`config.mk`:
```
export PLATFORM = sky130hd
export DESIGN_NAME = por_device_flat
export DESIGN_NICKNAME = d
export VERILOG_FILES = /design/src/logic/por_pkg.sv /design/src/logic/por_if.sv /design/src/logic/por_device.sv /design/src/flat_wrapper.sv
export SDC_FILE = /design/constraint.sdc
export NUM_CORES = 1
export LEC_CHECK = 0
export BUFFER_PORTS_ARGS = -buffer_cell sky130_fd_sc_hd__buf_2
export CAP_MARGIN = 20
export CORE_UTILIZATION = 24
export CTS_CLUSTER_DIAMETER = 100
export CTS_CLUSTER_SIZE = 30
export DETAILED_ROUTE_END_ITERATION = 10
export SLEW_MARGIN = 20
export SYNTH_ARGS = -nofsm -noshare
export SYNTH_HDL_FRONTEND = slang
export SYNTH_SLANG_ARGS = --single-unit
```
`constraint.sdc`:
```
create_clock -name sys_clk -period 2.6 [get_ports sys_clk]
set_input_delay 0.52 -clock sys_clk [delete_from_list [all_inputs] [get_ports sys_clk]]
set_output_delay 0.52 -clock sys_clk [all_outputs]
set_load 0.01 [all_outputs]
```
`src/logic/por_pkg.sv`:
```
// constants shared by the power sequencer and the processor-side reset logic
// assumes a single 200 MHz system clock shared by both ends
package por_pkg;
  localparam int unsigned CLK_MHZ = 200;
  localparam int unsigned HOLD_MIN_US = 1000;
  localparam int unsigned HOLD_MAX_US = 10000;
  localparam int unsigned HOLD_MIN_CYC = HOLD_MIN_US * CLK_MHZ;
  localparam int unsigned HOLD_MAX_CYC = HOLD_MAX_US * CLK_MHZ;
  localparam int unsigned STABLE_FILTER_CYC = 16;
  localparam int unsigned RELEASE_CYC = 2;
  localparam int unsigned BUS_W = 8;
  localparam int unsigned CFG_W = 8;
  localparam int unsigned SELFTEST_CYC = 64;
  localparam int unsigned CACHE_LINES = 16;
  localparam logic [BUS_W-1:0] BUS_IDLE = 8'h00;
  localparam logic [CFG_W-1:0] CFG_RESET = 8'h00;
endpackage : por_pkg

```
`src/logic/por_if.sv`:
```
// carrier joining the board power sequencer and the processor reset logic
interface por_if;
  logic supply_ok_in;
  logic sys_rst_l;
  logic soft_init_l;
  logic mgmt_irq_l;
  logic socket_present_l;
  logic [por_pkg::BUS_W-1:0] bus_in;
  logic [por_pkg::BUS_W-1:0] bus_out;
  logic bus_oe;
  modport seq (
    output supply_ok_in,
    output sys_rst_l,
    output soft_init_l,
    output mgmt_irq_l,
    input socket_present_l
  );
  modport dev (
    input supply_ok_in,
    input sys_rst_l,
    input soft_init_l,
    input mgmt_irq_l,
    input bus_in,
    output socket_present_l,
    output bus_out,
    output bus_oe
  );
endinterface : por_if

```
`src/logic/por_device.sv`:
```
// processor-side reset response: bus release, cache clear, strap capture
// assumes sys_rst_l and straps are synchronous to sys_clk
module por_device #(
  parameter int unsigned LINES = por_pkg::CACHE_LINES,
  parameter int unsigned SELFTEST = por_pkg::SELFTEST_CYC
) (
  input wire logic sys_clk,
  input wire logic reset_n,
  input wire logic bus_req,
  input wire logic [por_pkg::BUS_W-1:0] bus_data,
  input wire logic [$clog2(LINES)-1:0] fill_line,
  input wire logic fill_en,
  output logic [por_pkg::CFG_W-1:0] config_straps,
  output logic selftest_busy,
  output logic outputs_floated,
  output logic running,
  output logic [LINES-1:0] line_valid,
  por_if.dev link
);
  typedef enum logic [1:0] {D_RESET = 2'b00, D_BIST = 2'b01, D_RUN = 2'b11, D_FLOAT = 2'b10} dev_e;
  dev_e state_q, state_d;
  logic rst_seen_q;
  logic [por_pkg::CFG_W-1:0] cfg_q;
  logic [LINES-1:0] valid_q;
  logic [15:0] bist_q;
  logic [por_pkg::BUS_W-1:0] out_q;
  logic oe_q;
  logic busy_q, float_q, run_q;
  wire in_reset = ~link.sys_rst_l;
  // release edge: reset seen last cycle, gone now
  wire release_edge = rst_seen_q & link.sys_rst_l;
  wire bist_done = bist_q >= 16'(SELFTEST - 1);

  always_comb begin
    state_d = state_q;
    unique case (state_q)
      D_RESET: begin
        if (release_edge) begin
          if (!link.mgmt_irq_l) state_d = D_FLOAT;
          else if (!link.soft_init_l) state_d = D_BIST;
          else state_d = D_RUN;
        end
      end
      D_BIST: if (bist_done) state_d = D_RUN;
      D_RUN: state_d = D_RUN;
      D_FLOAT: state_d = D_FLOAT;
    endcase
    if (in_reset) state_d = D_RESET;
  end

  ////////////////////////////////////////////////////////////////////
  always_ff @(posedge sys_clk) begin
    if (!reset_n) begin
      state_q <= D_RESET;
      rst_seen_q <= 1'b1;
      cfg_q <= por_pkg::CFG_RESET;
      valid_q <= '0;
      bist_q <= 16'h0;
      out_q <= por_pkg::BUS_IDLE;
      oe_q <= 1'b0;
      busy_q <= 1'b0;
      float_q <= 1'b0;
      run_q <= 1'b0;
    end else begin
      state_q <= state_d;
      rst_seen_q <= in_reset;
      if (release_edge) cfg_q <= link.bus_in;
      bist_q <= (state_q == D_BIST) ? bist_q + 16'h1 : 16'h0;
      // lines dropped, never written back
      if (in_reset) valid_q <= '0;
      else if (fill_en && state_q == D_RUN) valid_q[fill_line] <= 1'b1;
      // one cycle from seeing reset, inside the two allowed
      oe_q <= (state_d == D_RUN) && bus_req;
      out_q <= ((state_d == D_RUN) && bus_req) ? bus_data : por_pkg::BUS_IDLE;
      busy_q <= state_d == D_BIST;
      float_q <= state_d == D_FLOAT;
      run_q <= state_d == D_RUN;
    end
  end

  // socket pin tied to ground permanently
  assign link.socket_present_l = 1'b0;
  assign link.bus_out = out_q;
  assign link.bus_oe = oe_q;
  assign config_straps = cfg_q;
  assign selftest_busy = busy_q;
  assign outputs_floated = float_q;
  assign running = run_q;
  assign line_valid = valid_q;
endmodule : por_device

```
`src/flat_wrapper.sv`:
```
// flat-port wrapper written by rule: the top's interface ports become plain ports
module por_device_flat 
#(
  parameter int unsigned LINES = por_pkg::CACHE_LINES,
  parameter int unsigned SELFTEST = por_pkg::SELFTEST_CYC
)
  (sys_clk, reset_n, bus_req, bus_data, fill_line, fill_en, config_straps, selftest_busy, outputs_floated, running, line_valid, link_supply_ok_in, link_sys_rst_l, link_soft_init_l, link_mgmt_irq_l, link_bus_in, link_socket_present_l, link_bus_out, link_bus_oe);
  por_if link_i ();
  input wire logic sys_clk;
  input wire logic reset_n;
  input wire logic bus_req;
  input wire logic [por_pkg::BUS_W-1:0] bus_data;
  input wire logic [$clog2(LINES)-1:0] fill_line;
  input wire logic fill_en;
  output logic [por_pkg::CFG_W-1:0] config_straps;
  output logic selftest_busy;
  output logic outputs_floated;
  output logic running;
  output logic [LINES-1:0] line_valid;
  input wire logic [$bits(link_i.supply_ok_in)-1:0] link_supply_ok_in;
  input wire logic [$bits(link_i.sys_rst_l)-1:0] link_sys_rst_l;
  input wire logic [$bits(link_i.soft_init_l)-1:0] link_soft_init_l;
  input wire logic [$bits(link_i.mgmt_irq_l)-1:0] link_mgmt_irq_l;
  input wire logic [$bits(link_i.bus_in)-1:0] link_bus_in;
  output wire logic [$bits(link_i.socket_present_l)-1:0] link_socket_present_l;
  output wire logic [$bits(link_i.bus_out)-1:0] link_bus_out;
  output wire logic [$bits(link_i.bus_oe)-1:0] link_bus_oe;
  assign link_i.supply_ok_in = link_supply_ok_in;
  assign link_i.sys_rst_l = link_sys_rst_l;
  assign link_i.soft_init_l = link_soft_init_l;
  assign link_i.mgmt_irq_l = link_mgmt_irq_l;
  assign link_i.bus_in = link_bus_in;
  assign link_socket_present_l = link_i.socket_present_l;
  assign link_bus_out = link_i.bus_out;
  assign link_bus_oe = link_i.bus_oe;
  por_device #(.LINES(LINES), .SELFTEST(SELFTEST)) u_core (.sys_clk(sys_clk), .reset_n(reset_n), .bus_req(bus_req), .bus_data(bus_data), .fill_line(fill_line), .fill_en(fill_en), .config_straps(config_straps), .selftest_busy(selftest_busy), .outputs_floated(outputs_floated), .running(running), .line_valid(line_valid), .link(link_i));
endmodule
```
==> results of run 1 <==
[cell type report]
type	count	area share (%)
Sequential cell	55	42.7
Clock inverter	2	1.50
Multi-Input combinational cell	164	33.8
Timing Repair Buffer	63	12.3
Tap cell	105	5.09
Clock buffer	6	3.20
Inverter	10	1.45
[metrics by stage]
| step | setup slack [ns] | std cells |
|---|---|---|
| 6_report | 1.00 | 405 |
| 5_1_grt | 0.821 | 405 |
| 4_1_cts | 0.965 | 405 |
| 3_5_place_dp | 0.947 | 397 |
| 3_3_place_gp | 0.985 | 397 |
| 2_1_floorplan | 1.16 | 236 |
[worst max path at each step]
stage,end,slack [ns],cells past startpoint,startpoint
floorplan,u_core.selftest_busy,1.16,5,u_core.bist_q[0]
global placement,u_core.link.bus_out[1],0.98,6,reset_n
detailed placement,u_core.link.bus_out[1],0.95,6,reset_n
CTS,u_core.link.bus_out[1],0.96,5,u_core.bist_q[0]
global route,u_core.link.bus_out[1],0.82,5,u_core.bist_q[0]
finish,u_core.selftest_busy,1.00,5,u_core.bist_q[0]
[registers in the layout, indices dropped and copies added (netlist names)]
signal,cells
u_core.line_valid,16
u_core.state_q,2
u_core.running,1
u_core.link.bus_out,8
u_core.rst_seen_q,1
u_core.bist_q,16
u_core.selftest_busy,1
u_core.link.bus_oe,1
u_core.outputs_floated,1
u_core.config_straps,8
[cell usage in the layout, fill, tap and decap left out, types with 2 or more instances in the layout]
cell type and n:
nand4_1 2, nand2_1 34, nor2_1 43, clkbuf_8 6
o31ai_1 2, nor4b_1 2, o22ai_1 2, nand3b_1 2
xor2_1 3, and2_1 3, a31oi_1 4, a21oi_1 18
nand4_2 2, or4_1 2, buf_2 62, nand3_1 4
o21ai_0 2, nor2b_1 2, nor4_1 4, nor3_1 9
dfxtp_1 55, a21boi_0 9, inv_1 10, xnor2_1 8
[critical path, cell delays in order, from the launching register on]
cell and delay, ns:
dfxtp_1 0.38, ha_1 0.22, nand3_2 0.18, o21ai_0 0.32
nor2_1 0.12, o31a_1 0.29
[report_power, final]
group          switching [mW]  internal [mW]  leakage [nW]  total (mW)
combinational          0.0539         0.0384         0.568      0.0924
sequential            0.00745          0.856         0.445       0.863
clock                   0.285          0.317        0.0618       0.602
total                   0.346           1.21          1.07        1.56
[kinds of logic after synthesis]
family / count (synthesis) / synth area share [%]
buffers and inverters: 17 / 3.31
AND/OR/NAND/NOR: 112 / 25.6
AO/OA/AOI/OAI: 39 / 11.6
adder cells (fa/ha/maj): 1 / 0.613
other: 1 / 0.184
XOR/XNOR: 11 / 4.72
flip-flops: 55 / 54.0
[metal layers]
layer,vias up,part of all wire [%],track usage (%)
li1,917,-,-
met2,43,45,16.7
met3,6,5.8,2.67
met4,0,1.3,3.85
met5,-,0,0
met1,800,48,12.7
==> impl_metrics.tcl, run 1 <==
set metrics [dict create \
    vdd_drop_max_v 0.000216 \
    cts_setup_buffers 0 \
    status "finished clean" \
    maxSlewHeadroom_pct 58.6 \
    ys_types 32 \
    synth_top_flop_cell "dfxtp_1" \
    tightestPinTransition_ns 0.619 \
    cts_hold_buf 0 \
    remaining_drc_errors 0 \
    layout_min_cycle_time_ns 1.60 \
    clock-root-buffer "clkbuf_8" \
    start_util_pct 24.8 \
    ff2ff_setup_slack_ns 1.00 \
    reg2reg_from "u_core.bist_q[0]" \
    synthTopCellsByCount "55 x dfxtp_1, 43 x nor2_1, 34 x nand2_1, 18 x a21oi_1, 10 x inv_1" \
    vias 1766 \
    grt_pass1_wl_mm 7.17 \
    layout-drive-gt1-share_pct 25.3 \
    grt_remaining_overflow 0 \
    cts_resized 0 \
    min_path_cells 3 \
    htree_levels 2 \
    cts_max_path_buffers 2 \
    num-fill-cells 885 \
    drt-initial-drc-count 49 \
    hp-start "bus_data[2]" \
    ys_seq_elements 55 \
    chipHeight_microns 94.2 \
    yosysTopAreaCellShare_pct 54.0 \
    crit_type "reg -> reg" \
    numCtsBuffers 5 \
    start_kind "flop" \
    grt_max_degree 22 \
    synthTopCellsByArea "dfxtp_1 54%, nor2_1 7.9%, nand2_1 6.3%, a21oi_1 4.4%, xnor2_1 3.4%" \
    die_w_microns 94.2 \
    crit_required_ns 2.81 \
    grt_use_total_pct 10.2 \
    fin_util_pct 31.4 \
    ys_seq_area_share_pct 54.0 \
    finalHoldViolCount 0 \
    routabilityCongestion 0.740 \
    nets 328 \
    core_area_sq_um 8220 \
    clk_pin_slew_worst_paths_ns 0.10 \
    fin_area_sq_um 2580 \
    place_hpwl_mm 3.23 \
    row_count 33 \
    cp.arrival_ns 1.81 \
    synth_area_sq_um 2040 \
    crit_fanout 9 \
    power_density_nw_per_um2 603 \
    syn_to_final_growth_pct 26.5 \
    rsz0062_at_grt "false" \
    min_path_type "in -> reg" \
    multi_input_area_sq_um 872 \
    power_mw 1.56 \
    syn_area_per_cell_sq_um 8.65 \
    yosysMostFrequentCell "dfxtp_1" \
    diodes 0 \
    fin_setup_tns_ns 0 \
    avgViaCountPerCell 4.36 \
    worst_r2r_endpoint "u_core.selftest_busy" \
    period_share_pct 61.5 \
    synth_area_leader_cell "dfxtp_1" \
    whs_ns 0.428 \
    syn_nets 265 \
    yosys_warnings 0 \
    routedWlPerCell_microns 10.6 \
    reg2reg_depth 5 \
    cts_sinks 55 \
    tritoncts "built" \
    portBuffers 62 \
    synth_cells 236 \
    synth_enable_flop_cells 0 \
    dieArea_sq_um 8880 \
    power_leakage_nw 1.08 \
    grt_pass1_vias 1646 \
    async_reset_ff_share_pct 0 \
    drt.antenna.violating_nets 0 \
    max_cap_violations 0 \
    firstDrtPassIters 4 \
    insertion_delay_ns 0.31 \
    antenna_found_initial 0 \
    seq_area_sq_um 1100 \
    fmax_mhz 625 \
    finClkSkew_ns 0.00768 \
    setup_viol 0 \
    finalWirelength_mm 4.31 \
    hold_end "u_core.link.bus_out[2]" \
    slew_violations 0 \
    place_area_sq_um 2460 \
    end_kind "flop" \
    pin_count 65 \
]
Power figures use the tool's default switching activity.
==> inputs of run 2 (changes only) <==
Clock period 2.6 ns to 1.4 ns, I/O delays scaled along.
==> run 2 against run 1 <==
- combinational power is 100% higher
- clock skew is 0.0051 ns higher
- via count grew 3.4%
- first-iteration DRC count shrank 2.0%
- clock power is 76% higher
- routed wire length increased by 4.1%
- sequential share of layout area decreased by 2.3 points
- count of clock-buffer cells in the layout did not move
- worst hold slack got worse by 0.25 ns
- largest cell class unchanged
==> impl_metrics.tcl, run 2 (synthesis results as in run 1) <==
set metrics [dict create \
    place_ws_ns -0.0126 \
    worstPathCellList "buf_4 -> and2_4 -> nand2_1 -> or4_1 -> a21oi_2" \
    hold_end "u_core.link.bus_out[5]" \
    grt_use_total_pct 10.5 \
    hp-start "bus_data[5]" \
    vias 1826 \
    end_kind "flop" \
    slew_violations 0 \
    chipHeight_microns 94.2 \
    firstDrtPassIters 4 \
    finalHoldViolCount 0 \
    place_hpwl_mm 3.42 \
    rsz0062_at_grt "true" \
    min_path_type "in -> reg" \
    insertion_delay_ns 0.31 \
    final_common_cell "buf_2" \
    intPower_mw 2.21 \
    multi_input_area_sq_um 898 \
    final_cell_mix "62 x buf_2, 47 x dfxtp_1, 43 x nor2_1" \
    fin_util_pct 33.6 \
    remaining_drc_errors 0 \
    p_clk_share_pct 37.3 \
    cts_sinks 55 \
    worst_r2r_endpoint "u_core.bist_q[15]" \
    period_share_pct 96.6 \
    crit_required_ns 1.65 \
    seq_area_sq_um 1110 \
    setup_viol 0 \
    cp_top_family "simple AND/OR/NAND/NOR gates" \
    min_path_cells 3 \
    cts_max_path_buffers 2 \
    clk_pin_slew_worst_paths_ns 0.10 \
    crit_type "reg -> reg" \
    switching_share_pct 22.5 \
    max_stage_delay_ns 0.49 \
    grt_max_degree 21 \
    fmax_mhz 740 \
    layout_min_cycle_time_ns 1.35 \
    finClkSkew_ns 0.0128 \
    setup_ws_ns 0.0481 \
    grt_pass1_vias 1705 \
    max_cap_violations 0 \
    cts_setup_buffers 0 \
    drt.antenna.violating_nets 0 \
    routedWlPerCell_microns 10.6 \
    portBuffers 62 \
    cp.arrival_ns 1.60 \
    avgViaCountPerCell 4.32 \
    num-fill-cells 882 \
    reg2reg_from "u_core.bist_q[0]" \
    combPwrFrac_pct 6.5 \
    core_area_sq_um 8220 \
    slowest_stage "or4_1" \
    crit_fanout 3 \
    start_kind "flop" \
    diodes 0 \
    pin_count 65 \
    syn_to_final_growth_pct 35.1 \
    vdd_drop_max_v 0.000539 \
    finalWirelength_mm 4.49 \
    grt_remaining_overflow 0 \
    die_w_microns 94.2 \
    layout-drive-gt1-share_pct 32.7 \
    numCtsBuffers 5 \
    grt_pass1_wl_mm 7.51 \
    power_frac_seq_pct 56.1 \
    row_count 33 \
    status "finished clean" \
    start_util_pct 24.8 \
    htree_levels 2 \
    routabilityCongestion 0.712 \
    ff2ff_setup_slack_ns 0.05 \
    clock-root-buffer "clkbuf_8" \
    cp.buffers_inverters 1 \
    tritoncts "built" \
    nets 346 \
    power_leakage_nw 1.17 \
    power_density_nw_per_um2 1030 \
    switchingPower_uw 640 \
    antenna_found_initial 0 \
    dieArea_sq_um 8880 \
    reg2reg_depth 5 \
    drt-initial-drc-count 48 \
]
run 2: cell types whose count changed in the layout (fill, tap and decap cells not counted), sizes merged:
| cell | change |
|---|---|
| buf | +18 |
run 2: repair_timing:
action	in CTS	in global routing
endpoints found under the setup margin	4	24
hold buffers	0	0
resized for setup	4	10
pin swaps	0	2
run 2: worst max-delay path by stage:
stage / startpoint / end / slack, ns / cells past startpoint
CTS: u_core.bist_q[1] / u_core.bist_q[14] / -0.0001 / 4
detailed placement: u_core.bist_q[1] / u_core.bist_q[14] / -0.01 / 4
global placement: u_core.bist_q[0] / u_core.bist_q[12] / -0.0006 / 5
floorplan: u_core.bist_q[0] / u_core.bist_q[14] / 0.003 / 4
global route: u_core.state_q[0] / u_core.line_valid[7] / -0.08 / 5
finish: u_core.bist_q[0] / u_core.bist_q[15] / 0.05 / 5
run 2: worst reg2reg max path, delay by kind of cell, from the launching register on:
family | cells | cell delay [ns]
AO/OA/AOI/OAI | 1 | 0.12
flip-flops | 1 | 0.36
AND/OR/NAND/NOR | 3 | 0.71
buffers and inverters | 1 | 0.12
run 2: layout make-up:
cell class	instances	area share, %
sequential	55	40.4
timing repair buffer	81	16.9
tap	105	4.76
multi-input combinational	164	32.6
clock inverter	2	1.41
inverter	10	1.36
clock buffer	6	2.63
run 2: power by group through the flow:
stage / clock (mW) / combinational (mW) / sequential, mW
floorplan: 0 / 0.0834 / 1.65
finish: 1.06 / 0.186 / 1.60
CTS: 1.11 / 0.190 / 1.60
detailed placement: 0 / 0.189 / 1.64
global route: 1.15 / 0.213 / 1.60
global placement: 0 / 0.187 / 1.64
run 2: through the flow:
| step | area (sq um) | setup TNS [ns] | hold WS [ns] | power, mW | std cells |
|---|---|---|---|---|---|
| 6_report | 2760 | 0 | 0.178 | 2.85 | 423 |
| 5_1_grt | 2760 | -0.292 | 0.173 | 2.96 | 423 |
| 4_1_cts | 2730 | -0.000131 | 0.166 | 2.90 | 423 |
| 3_5_place_dp | 2610 | -0.0126 | 0.453 | 1.83 | 415 |
| 3_3_place_gp | 2610 | -0.000573 | 0.445 | 1.82 | 415 |
| 2_1_floorplan | 2040 | 0 | 0.403 | 1.73 | 236 |
run 2: routing by layer:
metal / track usage (%) / wire length [microns] / part of all wire (%) / up-vias
li1: - / - / - / 946
met1: 12.7 / 2080 / 46 / 840
met3: 2.35 / 197 / 4.4 / 6
met5: 0 / 0 / 0 / -
met4: 3.08 / 44 / 0.98 / 0
met2: 18.2 / 2170 / 48 / 34
